===== config.mk =====
export PLATFORM = sky130hd
export DESIGN_NAME = mmp_top
export DESIGN_NICKNAME = d
export VERILOG_FILES = /design/src/mmp_pkg.sv /design/src/mmp_top.sv /design/src/mmp_wreg.sv
export SDC_FILE = /design/constraint.sdc
export NUM_CORES = 1
export LEC_CHECK = 0
export BUFFER_PORTS_ARGS = -buffer_cell sky130_fd_sc_hd__buf_2
export CAP_MARGIN = 20
export CORE_MARGIN = 5
export CORE_UTILIZATION = 54
export CTS_CLUSTER_DIAMETER = 200
export DETAILED_ROUTE_END_ITERATION = 10
export GPL_TIMING_DRIVEN = 0
export PLACE_DENSITY = 0.85
export SLEW_MARGIN = 40
export SYNTH_ARGS = -nofsm -noshare
export SYNTH_HDL_FRONTEND = slang
export SYNTH_SLANG_ARGS = --single-unit

===== constraint.sdc =====
create_clock -name CORE_CLK -period 3.13 [get_ports CORE_CLK]
set_input_delay 0.1565 -clock CORE_CLK [delete_from_list [all_inputs] [get_ports CORE_CLK]]
set_output_delay 0.1565 -clock CORE_CLK [all_outputs]
set_load 0.05 [all_outputs]

===== src/mmp_pkg.sv =====
/*
  mmp_pkg: offsets, field positions, reset values and mode codes of the
  memory map position control block.
  Assumes: byte-wide register port, one clock, mode supplied by the core.
*/
package mmp_pkg;

  // register offsets (byte addresses of the core register window)
  localparam logic [7:0] OFF_RAM_POS   = 8'h10;
  localparam logic [7:0] OFF_REG_POS   = 8'h11;
  localparam logic [7:0] OFF_EE_POS    = 8'h12;
  localparam logic [7:0] OFF_SYS_CTL   = 8'h13;
  localparam logic [7:0] OFF_MEM_SIZE0 = 8'h1c;
  localparam logic [7:0] OFF_MEM_SIZE1 = 8'h1d;
  localparam logic [7:0] OFF_PAGE_IDX  = 8'h30;

  // writable bit masks
  localparam logic [7:0] MASK_RAM_POS  = 8'hf9;
  localparam logic [7:0] MASK_REG_POS  = 8'h78;
  localparam logic [7:0] MASK_EE_BASE  = 8'hf8;
  localparam logic [7:0] MASK_EE_EN    = 8'h01;
  localparam logic [7:0] MASK_SYS_CTL  = 8'h0f;
  localparam logic [7:0] MASK_PAGE_IDX = 8'h3f;

  // field positions
  localparam int RAM_ALIGN_BIT  = 0;
  localparam int EE_EN_BIT      = 0;
  localparam int FLASH_EN_BIT   = 0;
  localparam int FLASH_HALF_BIT = 1;
  localparam int STRETCH_LSB    = 2;
  localparam int REG_SIZE_BIT   = 7;
  localparam int RAM_SIZE_LSB   = 0;

  // reset values
  localparam logic [7:0] RST_RAM_POS  = 8'h09;
  localparam logic [7:0] RST_REG_POS  = 8'h00;
  localparam logic [7:0] RST_EE_POS   = 8'h01;
  localparam logic [7:0] RST_SYS_CTL  = 8'h0d;
  localparam logic [7:0] RST_SYS_TEST = 8'h0c;
  localparam logic [7:0] RST_PAGE_IDX = 8'h00;

  // operating modes as encoded by the core mode bits
  localparam logic [2:0] MODE_SPEC_SINGLE = 3'h0;
  localparam logic [2:0] MODE_SPEC_NARROW = 3'h1;
  localparam logic [2:0] MODE_SPEC_PERIPH = 3'h2;
  localparam logic [2:0] MODE_SPEC_TEST   = 3'h3;
  localparam logic [2:0] MODE_NORM_SINGLE = 3'h4;
  localparam logic [2:0] MODE_NORM_NARROW = 3'h5;
  localparam logic [2:0] MODE_NORM_EMUL   = 3'h6;
  localparam logic [2:0] MODE_NORM_WIDE   = 3'h7;

  // selected region, highest priority first
  typedef enum logic [2:0] {
    MMP_SEL_REGS,
    MMP_SEL_RAM,
    MMP_SEL_EE,
    MMP_SEL_FLASH,
    MMP_SEL_EXT
  } mmp_sel_e;

endpackage : mmp_pkg


===== src/mmp_top.sv =====
/*
  mmp_top: memory map position control registers and region decode.
  Assumes: register port and decode address come from the core, the
  mode is stable outside reset, size switches are integration straps.
*/
// Chosen here: the plain strobed port.
// Operation
// - no device pins, core-internal only
// - position and control registers at 0x10..0x13
// - two read-only size registers
// - six-bit page index, upper bits zero
// - ram position write-once unless special mode
// - map changes one cycle after write
// - ram bits supply address 15..11
// - align bit picks bottom or top
// - register position write-once unless special
// - register block 1K/2K, 2K boundary, low 32K
// - register base bit 15 fixed zero
// - eeprom enable writable always
// - eeprom base protection chosen at integration
// - eeprom bits supply address 15..11
// - eeprom enable adds or removes eeprom
// - stretch field 0..3, ignored single/peripheral
// - flash enable bit adds or removes flash
// - ram position resets to 0x09
`timescale 1ns/1ps
`default_nettype none
module mmp_top #(
  parameter bit         EE_BASE_ONCE = 1'b0,
  parameter logic [7:0] SIZE_SECOND  = 8'h00
) (
  input  wire logic        CORE_CLK,
  input  wire logic        RST_N,
  input  wire logic [2:0]  MODE,
  input  wire logic        REG_SIZE_2K,
  input  wire logic [1:0]  EE_SIZE_SEL,
  input  wire logic [2:0]  RAM_SIZE_SEL,
  input  wire logic [7:0]  ADDR,
  input  wire logic [7:0]  WDATA,
  input  wire logic        WR,
  input  wire logic        RD,
  output logic      [7:0]  RDATA,
  input  wire logic [15:0] MAP_ADDR,
  output logic      [4:0]  MAP_SEL,
  output logic      [1:0]  STRETCH_COUNT,
  output logic      [15:0] RAM_BASE,
  output logic      [15:0] REG_BASE,
  output logic      [15:0] EE_BASE
);

  logic       special;
  logic       single_or_periph;
  logic       wr_ram;
  logic       wr_reg;
  logic       wr_ee;
  logic       wr_sys;
  logic       wr_page;
  logic [7:0] ram_pos;
  logic [7:0] reg_pos;
  logic [7:0] ee_pos;
  logic [7:0] sys_ctl_r;
  logic       sys_used_r;
  logic [7:0] page_idx_r;
  logic [7:0] size_first;
  logic [7:0] rdata_nxt;
  logic [7:0] rdata_r;
  logic       ram_used;
  logic       reg_used;
  logic       ee_used;
  logic [7:0] ram_once;
  logic [7:0] ram_any;
  logic [7:0] ee_once;
  logic [7:0] ee_any;
  logic [7:0] reg_once;
  logic [7:0] reg_any;
  logic [7:0] sys_mask;
  logic       rst_seen_r;

  // mode classes; special modes have the top mode bit clear
  assign special          = ~MODE[2];
  assign single_or_periph = (MODE == mmp_pkg::MODE_SPEC_SINGLE) ||
                            (MODE == mmp_pkg::MODE_SPEC_PERIPH) ||
                            (MODE == mmp_pkg::MODE_NORM_SINGLE);

  // write decode, no external pins: everything faces the core
  assign wr_ram  = WR && (ADDR == mmp_pkg::OFF_RAM_POS);
  assign wr_reg  = WR && (ADDR == mmp_pkg::OFF_REG_POS);
  assign wr_ee   = WR && (ADDR == mmp_pkg::OFF_EE_POS);
  assign wr_sys  = WR && (ADDR == mmp_pkg::OFF_SYS_CTL);
  assign wr_page = WR && (ADDR == mmp_pkg::OFF_PAGE_IDX);

  // protection masks: once-only in normal modes, always in special
  assign ram_any  = special ? mmp_pkg::MASK_RAM_POS : 8'h00;
  assign ram_once = mmp_pkg::MASK_RAM_POS;
  assign reg_any  = special ? mmp_pkg::MASK_REG_POS : 8'h00;
  assign reg_once = mmp_pkg::MASK_REG_POS;
  // eeprom enable always writable; base per integration choice
  assign ee_any  = mmp_pkg::MASK_EE_EN |
                   ((special || !EE_BASE_ONCE) ? mmp_pkg::MASK_EE_BASE : 8'h00);
  assign ee_once = mmp_pkg::MASK_EE_BASE;

  // ram position, reset value 0x09; unused bits never stored
  mmp_wreg #(
    .RESET_VAL (mmp_pkg::RST_RAM_POS)
  ) u_ram_pos (
    .clk        (CORE_CLK),
    .rst_n      (RST_N),
    .wr         (wr_ram),
    .wdata      (WDATA),
    .wmask_any  (ram_any),
    .wmask_once (ram_once),
    .once_ok    (1'b1),
    .q          (ram_pos),
    .used       (ram_used)
  );

  mmp_wreg #(
    .RESET_VAL (mmp_pkg::RST_REG_POS)
  ) u_reg_pos (
    .clk        (CORE_CLK),
    .rst_n      (RST_N),
    .wr         (wr_reg),
    .wdata      (WDATA),
    .wmask_any  (reg_any),
    .wmask_once (reg_once),
    .once_ok    (1'b1),
    .q          (reg_pos),
    .used       (reg_used)
  );

  // ee used flag counts only base-carrying writes is not needed: any write closes it
  mmp_wreg #(
    .RESET_VAL (mmp_pkg::RST_EE_POS)
  ) u_ee_pos (
    .clk        (CORE_CLK),
    .rst_n      (RST_N),
    .wr         (wr_ee),
    .wdata      (WDATA),
    .wmask_any  (ee_any),
    .wmask_once (ee_once),
    .once_ok    (EE_BASE_ONCE),
    .q          (ee_pos),
    .used       (ee_used)
  );

  // system control: write-once in normal modes, anytime in special
  assign sys_mask = (special || !sys_used_r) ? mmp_pkg::MASK_SYS_CTL : 8'h00;

  // reset value depends on mode, caught at the first clock after release
  always_ff @(posedge CORE_CLK or negedge RST_N)
  begin
    if (!RST_N)
    begin
      sys_ctl_r  <= mmp_pkg::RST_SYS_CTL;
      sys_used_r <= 1'b0;
      rst_seen_r <= 1'b0;
    end
    else if (!rst_seen_r)
    begin
      rst_seen_r <= 1'b1;
      sys_ctl_r  <= (MODE == mmp_pkg::MODE_SPEC_TEST) ? mmp_pkg::RST_SYS_TEST : mmp_pkg::RST_SYS_CTL;
    end
    else if (wr_sys)
    begin
      sys_ctl_r  <= (sys_ctl_r & ~sys_mask) | (WDATA & sys_mask);
      sys_used_r <= 1'b1;
    end
  end

  // page index, upper two bits always zero
  always_ff @(posedge CORE_CLK or negedge RST_N)
  begin
    if (!RST_N)
      page_idx_r <= mmp_pkg::RST_PAGE_IDX;
    else if (wr_page)
      page_idx_r <= WDATA & mmp_pkg::MASK_PAGE_IDX;
  end

  // size register reflects the integration switches
  assign size_first = {REG_SIZE_2K, 1'b0, EE_SIZE_SEL, 1'b0, RAM_SIZE_SEL};

  // read mux; unmapped offsets read zero
  always_comb
  begin
    unique case (ADDR)
      mmp_pkg::OFF_RAM_POS:   rdata_nxt = ram_pos;
      mmp_pkg::OFF_REG_POS:   rdata_nxt = reg_pos;
      mmp_pkg::OFF_EE_POS:    rdata_nxt = ee_pos;
      mmp_pkg::OFF_SYS_CTL:   rdata_nxt = sys_ctl_r;
      mmp_pkg::OFF_MEM_SIZE0: rdata_nxt = size_first;
      mmp_pkg::OFF_MEM_SIZE1: rdata_nxt = SIZE_SECOND;
      mmp_pkg::OFF_PAGE_IDX:  rdata_nxt = page_idx_r;
      default:                rdata_nxt = 8'h00;
    endcase
  end

  // read data valid in the cycle after the strobe, zero otherwise
  always_ff @(posedge CORE_CLK or negedge RST_N)
  begin
    if (!RST_N)
      rdata_r <= 8'h00;
    else
      rdata_r <= RD ? rdata_nxt : 8'h00;
  end
  assign RDATA = rdata_r;

  // ram region size in bytes, log2 of the mappable region
  function automatic logic [4:0] ram_region_log2(input logic [2:0] sel);
    logic [4:0] r;
    r = 5'd14;
    unique case (sel)
      3'h0:    r = 5'd11;
      3'h1:    r = 5'd12;
      3'h2:    r = 5'd13;
      3'h3:    r = 5'd13;
      default: r = 5'd14;
    endcase
    return r;
  endfunction : ram_region_log2

  // allocated ram size in bytes, in steps of 2K
  function automatic logic [15:0] ram_alloc(input logic [2:0] sel);
    return {10'h000, ({3'h0, sel} + 6'h01)} << 11;
  endfunction : ram_alloc

  logic [4:0]  ram_lg;
  logic [15:0] ram_region_mask;
  logic [15:0] ram_size;
  logic [15:0] ram_base_nxt;
  logic [15:0] reg_base_nxt;
  logic [15:0] ee_base_nxt;
  logic [15:0] reg_end;
  logic [15:0] ee_size;
  logic [15:0] reg_size;
  logic        hit_reg;
  logic        hit_ram;
  logic        hit_ee;
  logic        hit_flash;
  logic [4:0]  sel_nxt;
  logic [15:0] ram_base_r;
  logic [15:0] reg_base_r;
  logic [15:0] ee_base_r;
  logic [4:0]  sel_r;
  logic [1:0]  stretch_r;

  assign ram_lg          = ram_region_log2(RAM_SIZE_SEL);
  assign ram_region_mask = 16'hffff << ram_lg;
  assign ram_size        = ram_alloc(RAM_SIZE_SEL);
  // high-align places ram at the top of its mappable region
  assign ram_base_nxt = ({ram_pos[7:3], 11'h000} & ram_region_mask) |
                        (ram_pos[mmp_pkg::RAM_ALIGN_BIT] ?
                         ((~ram_region_mask) - ram_size + 16'h0001) : 16'h0000);
  assign reg_base_nxt = {1'b0, reg_pos[6:3], 11'h000};
  assign ee_base_nxt  = {ee_pos[7:3], 11'h000};
  assign reg_size     = REG_SIZE_2K ? 16'h0800 : 16'h0400;
  // strap codes 1..3 give 2K, 4K, 8K; code 0 is gated in the hit logic
  assign ee_size      = 16'h0400 << EE_SIZE_SEL;
  assign reg_end      = reg_base_r + reg_size;

  // decode uses registered bases: a write shows one cycle later
  assign hit_reg   = (MAP_ADDR >= reg_base_r) && (MAP_ADDR < reg_end);
  assign hit_ram   = (MAP_ADDR >= ram_base_r) && ({1'b0, MAP_ADDR} < ({1'b0, ram_base_r} + {1'b0, ram_size}));
  assign hit_ee    = ee_pos[mmp_pkg::EE_EN_BIT] && (EE_SIZE_SEL != 2'h0) &&
                     (MAP_ADDR >= ee_base_r) && ({1'b0, MAP_ADDR} < ({1'b0, ee_base_r} + {1'b0, ee_size}));
  assign hit_flash = sys_ctl_r[mmp_pkg::FLASH_EN_BIT] &&
                     (MAP_ADDR[15] || !sys_ctl_r[mmp_pkg::FLASH_HALF_BIT]);
  // one-hot select, fixed priority
  assign sel_nxt = hit_reg   ? 5'h01 :
                   hit_ram   ? 5'h02 :
                   hit_ee    ? 5'h04 :
                   hit_flash ? 5'h08 : 5'h10;

  // map registers, one cycle behind the position registers
  always_ff @(posedge CORE_CLK or negedge RST_N)
  begin
    if (!RST_N)
    begin
      ram_base_r <= 16'h0000;
      reg_base_r <= 16'h0000;
      ee_base_r  <= 16'h0000;
      sel_r      <= 5'h10;
      stretch_r  <= 2'h0;
    end
    else
    begin
      ram_base_r <= ram_base_nxt;
      reg_base_r <= reg_base_nxt;
      ee_base_r  <= ee_base_nxt;
      sel_r      <= sel_nxt;
      stretch_r  <= single_or_periph ? 2'h0 : sys_ctl_r[mmp_pkg::STRETCH_LSB +: 2];
    end
  end

  assign MAP_SEL       = sel_r;
  assign STRETCH_COUNT = stretch_r;
  assign RAM_BASE      = ram_base_r;
  assign REG_BASE      = reg_base_r;
  assign EE_BASE       = ee_base_r;

  // page reads remembered for the upper-bit check on the returned byte
  logic rd_page_q;
  always_ff @(posedge CORE_CLK or negedge RST_N)
  begin
    if (!RST_N)
      rd_page_q <= 1'b0;
    else
      rd_page_q <= RD && (ADDR == mmp_pkg::OFF_PAGE_IDX);
  end

  // assertions
  a_ram_once_lock: assert property (@(posedge CORE_CLK) disable iff (!RST_N)
    wr_ram && ram_used && !special |=> $stable(ram_pos))
    else $error("ram position changed after first write");
  a_reg_once_lock: assert property (@(posedge CORE_CLK) disable iff (!RST_N)
    wr_reg && reg_used && !special |=> $stable(reg_pos))
    else $error("register position changed after first write");
  a_ee_enable_any: assert property (@(posedge CORE_CLK) disable iff (!RST_N)
    wr_ee |=> ee_pos[0] == $past(WDATA[0]))
    else $error("eeprom enable write lost");
  a_page_upper_zero: assert property (@(posedge CORE_CLK) disable iff (!RST_N)
    rd_page_q |-> RDATA[7:6] == 2'h0)
    else $error("page index upper bits not zero");
  a_map_delay: assert property (@(posedge CORE_CLK) disable iff (!RST_N)
    wr_reg && special |=> ##1 reg_base_r == {1'b0, $past(WDATA[6:3], 2), 11'h000})
    else $error("register base not updated");
  a_reg_base_low: assert property (@(posedge CORE_CLK) disable iff (!RST_N)
    REG_BASE[15] == 1'b0)
    else $error("register base above low half");
  a_ee_off_nohit: assert property (@(posedge CORE_CLK) disable iff (!RST_N)
    !ee_pos[0] |=> !sel_r[2])
    else $error("eeprom selected while disabled");
  a_size_readonly: assert property (@(posedge CORE_CLK) disable iff (!RST_N)
    RD && ADDR == mmp_pkg::OFF_MEM_SIZE1 |=> RDATA == SIZE_SECOND)
    else $error("size register read wrong");
  a_stretch_single: assert property (@(posedge CORE_CLK) disable iff (!RST_N)
    single_or_periph |=> STRETCH_COUNT == 2'h0)
    else $error("stretch active in single chip");

  c_ram_write: cover property (@(posedge CORE_CLK) disable iff (!RST_N) wr_ram && !ram_used);
  c_ee_hit:    cover property (@(posedge CORE_CLK) disable iff (!RST_N) sel_r[2]);
  c_reg_hit:   cover property (@(posedge CORE_CLK) disable iff (!RST_N) sel_r[0]);

endmodule : mmp_top
`default_nettype wire


===== src/mmp_wreg.sv =====
/*
  mmp_wreg: one 8-bit position register with write-once protection.
  Assumes: the write strobe is one cycle and the protect mask is stable
  while it is high.
*/
`timescale 1ns/1ps
`default_nettype none
module mmp_wreg #(
  parameter logic [7:0] RESET_VAL = 8'h00
) (
  input  wire logic       clk,
  input  wire logic       rst_n,
  input  wire logic       wr,
  input  wire logic [7:0] wdata,
  input  wire logic [7:0] wmask_any,
  input  wire logic [7:0] wmask_once,
  input  wire logic       once_ok,
  output logic      [7:0] q,
  output logic            used
);

  logic [7:0] mask;

  // once-only bits open only until the first write since reset
  assign mask = wmask_any | (once_ok && !used ? wmask_once : 8'h00);

  // used is set by any write, so a later write cannot reopen the register
  always_ff @(posedge clk or negedge rst_n)
  begin
    if (!rst_n)
    begin
      q    <= RESET_VAL;
      used <= 1'b0;
    end
    else if (wr)
    begin
      q    <= (q & ~mask) | (wdata & mask);
      used <= 1'b1;
    end
  end

endmodule : mmp_wreg
`default_nettype wire

; Word-level counts from Yosys, hierarchy flattened
; Index checks and enable logic that the tools add are counted.
[word_totals]
reg_bits = 82
out_inout_bits = 63
wordCells = 101
[classes]
n_lt_le_gt_ge = 6
n_bitwise = 19
reduce_logical = 22
shifts = 2
eq_ne = 13
add_sub_neg = 6
mux = 18
[op_table]
columns = op, n
row1 = $pmux 8 s6, 1
row2 = $and 8x8->8, 5
row3 = $eq 8x5->1 const B, 5
row4 = $mux 8, 5
row5 = $lt 16x17->1, 2
row6 = $ge 16x16->1, 2
row7 = $or 8x8->8, 4
row8 = $mux 5, 4
row9 = $add 16x15->17, 1
row10 = $add 16x16->17, 1
row11 = $add 15x12->16, 1
row12 = $add 16x1->16 const B, 1
row13 = $and 16x16->16, 1
row14 = $ge 16x15->1, 1
row15 = $lt 16x16->1, 1
row16 = $mux 16, 1
row17 = $not 16->16, 1
row18 = $not 8->8, 2
row19 = $or 16x16->16, 1
row20 = $shl 11x2->16 const A, 1
row21 = $shl 16x5->16 const A, 1
row22 = $sub 16x15->16, 1
row23 = $mux 7, 2
row24 = $eq 3x2->1 const B, 4
row25 = other kinds (22), 37

; Longest topological paths before layout
; Gate-level depths: netlist of run 1.
[depth]
depth_word = 9
ltp_mapped = 14
depth_no_buf = 14

; Modules after synthesis
; A second synthesis of run 1 with hierarchy kept.
[hier_totals]
cells_unflattened = 469
area_unflattened_um2 = 4947.2
[modules_own_cells]
columns = module, area_each_um2, n_inst, cells_each
row1 = mmp_top, 3689.8, 1, 382
row2 = mmp_wreg at u_ram_pos, 420.4, 1, 29
row3 = mmp_wreg at u_ee_pos, 419.2, 1, 29
row4 = mmp_wreg at u_reg_pos, 417.9, 1, 29

; Worst setup path after synthesis of run 1
; Ideal clock, no wire load.
[synth_path]
path_type = register to register
from = register ram_base_r[11] (netlist: RAM_BASE[11])
to = register sel_r[2] (netlist: MAP_SEL[2])
synth_period_minus_slack_ns = 2.730
slack_ns = 0.400
required_time_ns = 3.063
n_path_buf = 0
stages_incl_launch_ff = 12
setup_ns = 0.067
arrival_ns = 2.663
path_cell_list = dfrtp_1 > ha_1 > fa_1 > a21o_1 > a21oi_1 > xnor2_1 > ha_1 > nor2_1 > a2111oi_0 > o21a_1 > o22ai_1 > and3b_1
[synth_between]
elab_chain_cells = 5
[synth_rtl]
columns = item, line_no
row1 = from (decl), mmp_top.sv:240  ; logic [15:0] ram_base_r;
row2 = from (signal assigned), mmp_top.sv:286  ; ram_base_r <= ram_base_nxt;
row3 = $add 16x15->17, mmp_top.sv:262  ; assign hit_ram = (MAP_ADDR >= ram_base_r) && ({1'b0, MAP_ADDR} < ({1'b0, ram_base_r} + {1'b0, ram_size}));
row4 = $lt 16x17->1, mmp_top.sv:262
row5 = $logic_and 1x1->1 (*), mmp_top.sv:262
row6 = $mux 5 (*), mmp_top.sv:269  ; hit_ram ? 5'h02 :
row7 = $mux 5 (*), mmp_top.sv:268  ; assign sel_nxt = hit_reg ? 5'h01 :
row8 = via sel_nxt[2], mmp_top.sv:239  ; logic [4:0] sel_nxt;
row9 = to (signal assigned), mmp_top.sv:289  ; sel_r <= sel_nxt;
row10 = to (decl), mmp_top.sv:243  ; logic [4:0] sel_r;
; The timed path passes the listed nets; every way through them passes the cells marked *.
; A chain may end at the register's enable or synchronous reset.

; Worst setup path after layout of run 1
; Same ends and word-level chain as after synthesis.

==> results.md, run 1 <==
- The flow ran to the end, and the final reports show no timing, DRC or antenna violations.
- The Yosys step of the flow raised 0 warnings.
- Input and output buffers added on the ports amount to 76.
- The tightest min-delay check is of the primary input to register type.
- The worst hold margin is slightly below 0.06 ns.
- The clock buffer count from CTS is 9.
- The setup check on the worst reg-to-reg path leaves a slack of roughly 0.27 ns.
- The count of cells in the finished layout, fillers not included, comes to approximately 630.
- The area used by multi-input combinational logic is ~2400 µm².
- The placer congestion estimate is around 0.9.
- The final net count is 628.
- Of the synthesized area, sequential elements account for roughly 37%.
- The count of cell types in the netlist is 56.
- The library cell used most frequently in the layout, excluding fill and tap cells, is sky130_fd_sc_hd__buf_2.
- The count of fill cells added during filler insertion is between 500 and 600.
- Setup repair after global routing left no endpoint under its margin.
- The pin count of the biggest net entering global routing is between 60 and 70.
- The number of pins with negative max-slew slack in the final report came to 0.
- After global routing the overflow that remains totals 0.
- The average detailed-routed wire length per instance is between 15 and 20 µm.
- The area of the core region is 7690 µm².
- In the final layout, flip-flops and latches occupy around 1600 µm².
- The worst hold path terminates at sys_ctl_r[2].
- The clock passes through at most 2 buffers.
- The transition time at the pin with the least slew margin is slightly below 0.8 ns.
- The maximum level of the CTS H-tree is 3.
- The critical path start-end classification is register to register.
- sky130_fd_sc_hd__dfrtp_1 takes more of the synthesized area than any other cell.
- Setup violations remaining at the end of the flow were counted as 0.
- The global-route wire length before repair is approximately 16 mm.
- The final clock period utilization by the worst path is around nine tenths.
- The worst ir drop on vdd is just over 0.3 mV.
- The worst hold path was traced through 3 stages.
- Ranked by total cell area, the synthesized netlist is headed by sky130_fd_sc_hd__dfrtp_1, sky130_fd_sc_hd__ha_1, sky130_fd_sc_hd__mux2_2.
- The worst hold path startpoint is WDATA[2].
- After detailed placement, the total cell area comes to slightly below 5000 µm².
- Along the worst path, the maximum fanout reaches 3.
- Summed over all nets, the half-perimeter wirelength after detailed placement is 7.87 mm.
- For this design, the sink count on the clock tree is between 60 and 70.
- The number of rows created at floorplan is 32.
- Of all flip-flops after synthesis, the portion carrying an async set or reset was 100%.
- The power density relative to cell area is between 300 and 400 nW/µm².
- In this run the remaining antenna-violating nets after routing total 0.
- The highest attainable clock frequency is 349 MHz.
- The number of hold-slack violations in the final timing report is 0.
- The die covers between 9000 and 10000 µm².
- The final design instance area without fill is 5030 µm².
- The floorplan die height is between 90 and 100 µm.
- The mapped netlist covers 4230 µm².
- The design draws 1.95 mW.
- The via density per instance is about 5.3.
- Summed over all cells, the static leakage comes to approximately 2.7 nW.
- The count of flip-flops with a built-in enable after synthesis is 0.
- The total wire length is a little under 10 mm.
- After detailed placement, the design holds a cell count of 612.
- The fraction of synthesized cell area taken by the top area cell type is 32.5%.
- The number of ports placed on the die boundary is 108.
- The reg-to-reg critical path endpoint is MAP_SEL[2].
- The synthesized area divided by synthesized cell count is 10.5 µm².
- The remaining max-slew budget at the tightest pin is between 40% and 50%.
- The root buffer cell chosen for the clock tree is sky130_fd_sc_hd__clkbuf_8.
- Counting I/O delays and the setup requirement, the final critical path takes between 2 and 3 ns.
- The CTS tree is done.
- Traced cell by cell, the critical path runs through ha_1 -> fa_1 -> a21o_1 -> a21oi_1 -> xnor2_1 -> ha_1 -> nor2_1 -> a2111oi_0 -> o21a_1 -> o22ai_1 -> and3b_1.
- In the synthesized netlist the dominant register cell turns out to be sky130_fd_sc_hd__dfrtp_1.
- Leaving out fill and tap cells, the most frequent cells in the layout are sky130_fd_sc_hd__buf_2, sky130_fd_sc_hd__ha_1, sky130_fd_sc_hd__dfrtp_1, sky130_fd_sc_hd__inv_1, sky130_fd_sc_hd__conb_1.
- For the worst-skew pair, the clock arrives at the later sink with an insertion delay of 0.34 ns.
- The startpoint of the worst register-to-register path is RAM_BASE[11].
- The number of iterations in the first detailed-routing pass is 5.
- The highest-delay cell along the critical path is sky130_fd_sc_hd__a2111oi_0.
- The cell depth of the worst flop-to-flop path is 11.
- The number of global-route vias before repair is 3429.
- The initial utilization of the core area, before any placement, comes to between 50% and 60%.
- In this run, the number of DRC markers left after iteration 0 of detailed routing was approximately 230.
- The worst clock skew on the final layout is around 0.007 ns.
- The total via count in the routed design is approximately 3300.
- The die is around 98 µm wide.
- For the final routed database, the setup TNS stands at 0 ns.
- Data on the critical path arrives at its endpoint at approximately 3.1 ns.
- The gate count after technology mapping is about 400.
- Of the cells placed in the final design, the portion with a size suffix greater than 1 is a little under a third.
- The antenna diode count is 0.
- The most used cell along the critical path is sky130_fd_sc_hd__ha_1.
- After synthesis the netlist holds a flip-flop and latch count of 62.
- The largest stage delay on the critical path is around 0.43 ns.
- The number of violations of the max-capacitance limit is 0.
- The worst setup path is captured at a register.
- STA classifies the critical path startpoint as a register.
- For this run, design rule violations remaining after detail routing come to 0.
- After clock tree synthesis, the clock-pin slew on the worst setup and hold paths is roughly 0.07 ns.
- The overall fraction of global-route tracks in use is around a fifth.
- The initial antenna violation count is 1.
- The required arrival time at the worst endpoint is approximately 3.4 ns.
- The area added between synthesis and finish is 19.0%.
-- stage by stage --
| stage | utilization [%] | setup WS, ns |
|---|---|---|
| after detailed placement | 63.1 | 0.0438 |
| final | 65.5 | 0.266 |
| after global placement | 63.1 | 0.187 |
| after CTS | 65.4 | 0.272 |
| after global routing | 65.5 | 0.133 |
| after floorplan | - | 0.400 |
-- layout make-up --
| cell class | count | area share [%] |
|---|---|---|
| Clock buffer | 12 | 2.88 |
| Buffer | 33 | 4.80 |
| Tap cell | 102 | 2.54 |
| Multi-Input combinational cell | 298 | 47.4 |
| Clock inverter | 4 | 0.447 |
| Inverter | 41 | 3.06 |
| Timing Repair Buffer | 77 | 7.88 |
| Sequential cell | 62 | 31.0 |
-- sequential cells by signal (all words and copies together) (netlist names) --
name,count
MAP_SEL,5
sys_ctl_r,4
RDATA,8
page_idx_r,6
RAM_BASE,8
REG_BASE,4
u_ram_pos.q,6
rst_seen_r,1
u_reg_pos.used,1
EE_BASE,5
u_ee_pos.q,6
sys_used_r,1
STRETCH_COUNT,2
u_ram_pos.used,1
u_reg_pos.q,4
-- critical path, delay by kind of cell (launching register included) --
family,cells,cell delay (ns)
compound gates,5,1.16
fa+ha+maj,3,0.90
flops,1,0.40
simple gates,2,0.27
xor+xnor,1,0.10
-- synth_stat cells, types with 3 or more instances --
cell,number
sky130_fd_sc_hd__and3_1,4
sky130_fd_sc_hd__nor4_4,5
sky130_fd_sc_hd__o211ai_1,3
sky130_fd_sc_hd__nor2_1,16
sky130_fd_sc_hd__buf_4,31
sky130_fd_sc_hd__ha_1,59
sky130_fd_sc_hd__and2_1,5
sky130_fd_sc_hd__dfrtp_1,55
sky130_fd_sc_hd__a222oi_1,5
sky130_fd_sc_hd__a31oi_1,6
sky130_fd_sc_hd__xnor2_1,9
sky130_fd_sc_hd__nand2_2,3
sky130_fd_sc_hd__nand3_1,8
sky130_fd_sc_hd__dfstp_2,7
sky130_fd_sc_hd__inv_1,40
sky130_fd_sc_hd__a21o_1,6
sky130_fd_sc_hd__a21oi_1,20
sky130_fd_sc_hd__mux2_2,22
sky130_fd_sc_hd__o21a_1,3
sky130_fd_sc_hd__o21ai_0,11
sky130_fd_sc_hd__nor2b_1,6
sky130_fd_sc_hd__nand2_1,18
sky130_fd_sc_hd__nand2b_1,5
sky130_fd_sc_hd__a22oi_1,7
sky130_fd_sc_hd__nor3_1,3
sky130_fd_sc_hd__a211oi_1,3
sky130_fd_sc_hd__mux2i_1,5
-- cell families (layout without fill, tap and decap cells) --
| family | after synthesis | count (layout) | share of synthesized area, % |
|---|---|---|---|
| buf+inv | 74 | 167 | 9.35 |
| simple gates | 89 | 89 | 13.2 |
| xor+xnor | 11 | 11 | 2.28 |
| compound gates | 78 | 78 | 12.6 |
| mux | 27 | 27 | 7.04 |
| other cells | 2 | 32 | 0.178 |
| flops | 62 | 62 | 36.9 |
| fa+ha+maj | 61 | 61 | 18.4 |
-- how the worst max path moves through the flow --
stage	startpoint	end	slack (ns)
after detailed placement	RAM_SIZE_SEL[0]	MAP_SEL[3]	0.04
final	RAM_BASE[11]	MAP_SEL[2]	0.27
after global placement	RAM_SIZE_SEL[0]	MAP_SEL[3]	0.19
after floorplan	RAM_BASE[11]	MAP_SEL[2]	0.40
after CTS	RAM_BASE[11]	MAP_SEL[3]	0.27
after global routing	RAM_BASE[11]	MAP_SEL[2]	0.13
-- power breakdown --
part	internal (mW)	leakage, nW	total (mW)	switching [mW]
combinational	0.169	1.75	0.493	0.323
sequential	0.838	0.822	0.863	0.0253
clock	0.305	0.0861	0.598	0.293
total	1.31	2.66	1.95	0.642
-- what timing repair did --
item                                   4_1_cts  5_1_grt
setup endpoints to repair                    0        0
resized for setup                            0        0
hold buffers                                 1        0
setup buffers                                0        0
endpoints found under the hold margin       55        0
-- layer usage --
metal / track usage, % / routed length, µm
met1: 24.9 / 3880
met2: 33.5 / 4640
met3: 7.22 / 923
met4: 6.83 / 188
met5: 0 / 11
No activity file was read; power rests on OpenSTA's default activity.
==> run 2, diff against run 1 <==
--- a/config.mk
+++ b/config.mk
@@ -5,14 +5,14 @@
 export SDC_FILE = /design/constraint.sdc
 export NUM_CORES = 1
 export LEC_CHECK = 0
-export BUFFER_PORTS_ARGS = -buffer_cell sky130_fd_sc_hd__buf_2
 export CAP_MARGIN = 20
 export CORE_MARGIN = 5
-export CORE_UTILIZATION = 54
+export CORE_UTILIZATION = 60
 export CTS_CLUSTER_DIAMETER = 200
 export DETAILED_ROUTE_END_ITERATION = 10
+export DONT_BUFFER_PORTS = 1
 export GPL_TIMING_DRIVEN = 0
-export PLACE_DENSITY = 0.85
+export PLACE_DENSITY = 0.8
 export SLEW_MARGIN = 40
 export SYNTH_ARGS = -nofsm -noshare
 export SYNTH_HDL_FRONTEND = slang
==> run 2 against run 1 <==
Sequential power is 6.8% higher. Maximum frequency is 3.0% lower. Non-clock buffer count is 63 lower. Design area shrank 4.7%. Largest cell class unchanged. Clock power increased by 3%. Core utilization is 4.7 points higher. Critical path depth did not move. Sequential share of layout area up 1.6 points.
==> results.md, run 2 (synthesis results as in run 1) <==
- The total negative slack is 0 ns (unchanged).
- The antenna diode count was 0 (unchanged).
- The area used by sequential logic in the layout is 1560 µm² (about the same).
- The total wire length came to 9.31 mm (-3.5%).
- The number of hold-slack violations in the final timing report is 0 (unchanged).
- The largest stage delay on the critical path was 0.52 ns (+0.09 ns).
- The number of cells in the design after placement came to 530 (-13%).
- The placer congestion estimate is 0.834 (-9.6%).
- The remaining max-slew budget at the tightest pin is 46.1% (-1.4 points).
- The floorplan die height is 94.0 µm (-4.6%).
- The sum of internal, switching and leakage power is 1.92 mW (-1.5%).
- The number of pins with negative max-slew slack in the final report is 0 (unchanged).
- The power density relative to cell area is 401 nW/µm² (+3.4%).
- The run finished with clean final reports.
- The via density per instance was 5.53 (+4.2%).
- The number of iterations in the first detailed-routing pass is 4 (-1).
- The number of ports placed on the die boundary was 108 (unchanged).
- The critical path start-end classification is register to register.
- The leading cell type in the layout, fill and taps excluded is sky130_fd_sc_hd__ha_1.
- The number of sinks on the clock net came to 62 (unchanged).
- The critical path ends at MAP_SEL[2].
- The worst slack at placement is 0.0205 ns (-0.0233 ns).
- The remaining number of nets flagged by the antenna check after routing came to 0 (unchanged).
- The clock buffer count from CTS is 9 (unchanged).
- The smallest setup slack after layout is 0.179 ns (-0.0875 ns).
- The maximum clock path buffer count came to 2 (unchanged).
- The total DRC errors in the routed layout came to 0 (unchanged).
- The number of rows created at floorplan is 30 (-6.3%).
- The cell that appears most often on the critical path is sky130_fd_sc_hd__ha_1.
- The number of global-route vias before repair is 3194 (-6.9%).
- The worst register-to-register path begins at RAM_BASE[11].
- The worst ir drop on vdd is 0.447 mV (+47%).
- The maximum level of the CTS H-tree is 3 (unchanged).
- The utilization after layout came to 70.2% (+4.7 points).
- The initial antenna violation count is 0 (-1).
- The worst setup slack for register-to-register paths is 0.18 ns (-0.09 ns).
- The critical path goes through ha_1 -> fa_1 -> a21o_1 -> a21oi_1 -> xnor2_1 -> ha_1 -> nor2_1 -> a2111oi_1 -> o21a_1 -> o22ai_1 -> and3b_1.
- The total of buffers placed on input and output ports is 0 (-100%).
- The count of fill cells added during filler insertion is 498 (-16%).
- The clock input transition at the sequential cells of the worst setup and hold paths is 0.07 ns (about the same).
- The sum of overflow across all layers after global routing is 0 (unchanged).
- The clock latency of the later-clocked register in the worst-skew pair is 0.34 ns (about the same).
- The launching instance or port of the critical path is RAM_BASE[11].
- The starting utilization of the core area is 61.9% (+6.9 points).
- The half-perimeter wire length of the detailed placement result was 7.33 mm (-6.8%).
- The required arrival time at the worst endpoint is 3.41 ns (about the same).
- The highest attainable clock frequency was 339 MHz (-3.0%).
- From synthesis to final layout, the design area changed by 13.4%.
- Among all stages on the critical path, the largest delay is contributed by sky130_fd_sc_hd__dfrtp_2.
- The global-route wire length before repair is 15.4 mm (-2.8%).
- The area used by multi-input combinational logic is 2390 µm² (about the same).
- The shortest clock period the worst path allows after layout is 2.95 ns (+0.0875 ns).
- The final clock period utilization by the worst path is 94.3% (+2.8 points).
- The worst path arrival time came to 3.23 ns (+0.09 ns).
- The critical path launch point type is a register.
- The CTS tree is done.
- The type of the most critical hold path is primary input to register.
- The biggest fanout along the worst timing path came to 3 (unchanged).
- The number of violations of the max-capacitance limit is 0 (unchanged).
- The total setup violations reported at the end of the flow is 0 (unchanged).
- The buffer cell driving the clock tree root is sky130_fd_sc_hd__clkbuf_8.
- The count of routing violations after the opening detailed-route iteration came to 239 (+4.8%).
- The average detailed-routed wire length per instance is 16.6 µm (+8.4%).
- The final net count was 565 (-10%).
- The number of cells in the finished layout apart from fillers is 560 (-11%).
- The endpoint identified for the worst register-to-register timing path is MAP_SEL[2].
- The horizontal die dimension is 94.0 µm (-4.6%).
- The fraction of final layout cells sized beyond drive strength 1 is 20.3% (-11 points).
- The reported leakage power is 2.37 nW (-11%).
- Setup repair after global routing left no endpoint under its margin.
- The total via count in the routed design is 3094 (-7.2%).
- The die outline area was 8830 µm² (-9.0%).
- The overall fraction of global-route tracks in use is 22.6% (+2.3 points).
- The top cell types in the final layout, fill and taps aside, are sky130_fd_sc_hd__ha_1, sky130_fd_sc_hd__dfrtp_1, sky130_fd_sc_hd__inv_1, sky130_fd_sc_hd__conb_1, sky130_fd_sc_hd__buf_4.
- The pin count of the biggest net entering global routing is 63 (unchanged).
- The cell depth of the worst flop-to-flop path is 11 (unchanged).
- The worst clock skew on the final layout is 0.00885 ns (+0.00193 ns).
- The area of the core region came to 6830 µm² (-11%).
- STA classifies the critical path endpoint as a register.
- The transition time at the pin with the least slew margin was 0.801 ns (+0.0215 ns).
-- run 2: cell types whose count changed in the layout (fill, tap and decap cells not counted), sizes merged --
cell         before  now
clkbuf           13   10
buf             108   33
inv              41   42
clkinvlp          1    3
dlygate4sd3       1   13
-- run 2: worst min-delay path by stage --
| stage | startpoint | to | slack (ns) | cells past startpoint |
|---|---|---|---|---|
| 6_report | MODE[1] | STRETCH_COUNT[1] | 0.03 | 2 |
| 5_1_grt | RAM_SIZE_SEL[2] | RDATA[2] | 0.03 | 2 |
| 4_1_cts | MODE[1] | STRETCH_COUNT[1] | 0.004 | 2 |
| 3_5_place_dp | RST_N | MAP_SEL[0] | -0.14 | 0 |
| 3_3_place_gp | RST_N | MAP_SEL[0] | -0.14 | 0 |
| 2_1_floorplan | RST_N | EE_BASE[11] | -0.14 | 0 |
-- run 2: per-stage QoR --
stage | hold WS, ns | instance area [µm²]
finish | 0.0255 | 4800
global route | 0.0274 | 4800
CTS | 0.00445 | 4790
detailed placement | -0.137 | 4460
global placement | -0.138 | 4460
floorplan | -0.139 | 4340
-- run 2: timing repair --
| action | 4_1_cts | 5_1_grt |
|---|---|---|
| hold buffers | 14 | 0 |
| buffers inserted | 0 | 0 |
| hold endpoints to repair | 94 | 0 |
| setup endpoints to repair | 0 | 3 |
| resized for setup | 0 | 2 |
-- run 2: area by class of cell --
type	count	area share [%]
flip-flops and latches	62	32.6
inverters	41	3.21
plain buffers	33	5.04
clock buffers	9	2.58
clock inverters	7	1.04
multi-input cells	298	49.8
repair buffers	14	3.29
well taps	96	2.50
-- run 2: critical path, delay by kind of cell (launching register included) --
family / cells / cell delay [ns]
flops: 1 / 0.52
simple gates: 2 / 0.27
fa+ha+maj: 3 / 0.93
compound gates: 5 / 1.06
xor+xnor: 1 / 0.09
-- run 2: power breakdown --
| group | leakage [nW] | total [mW] | switching, mW | internal (mW) |
|---|---|---|---|---|
| logic | 1.47 | 0.385 | 0.232 | 0.153 |
| clock network | 0.0816 | 0.617 | 0.330 | 0.287 |
| registers | 0.820 | 0.922 | 0.0856 | 0.836 |
| total | 2.37 | 1.92 | 0.648 | 1.28 |
-- run 2: metal layers --
metal  track usage [%]  vias to the layer above  part of all wire (%)
met3              6.33                       13                   7.7
met4              8.18                        0                   1.2
met1              26.5                     1462                    39
met5                 0                        -                     0
met2              39.4                      122                    52
li1                  -                     1497                     -
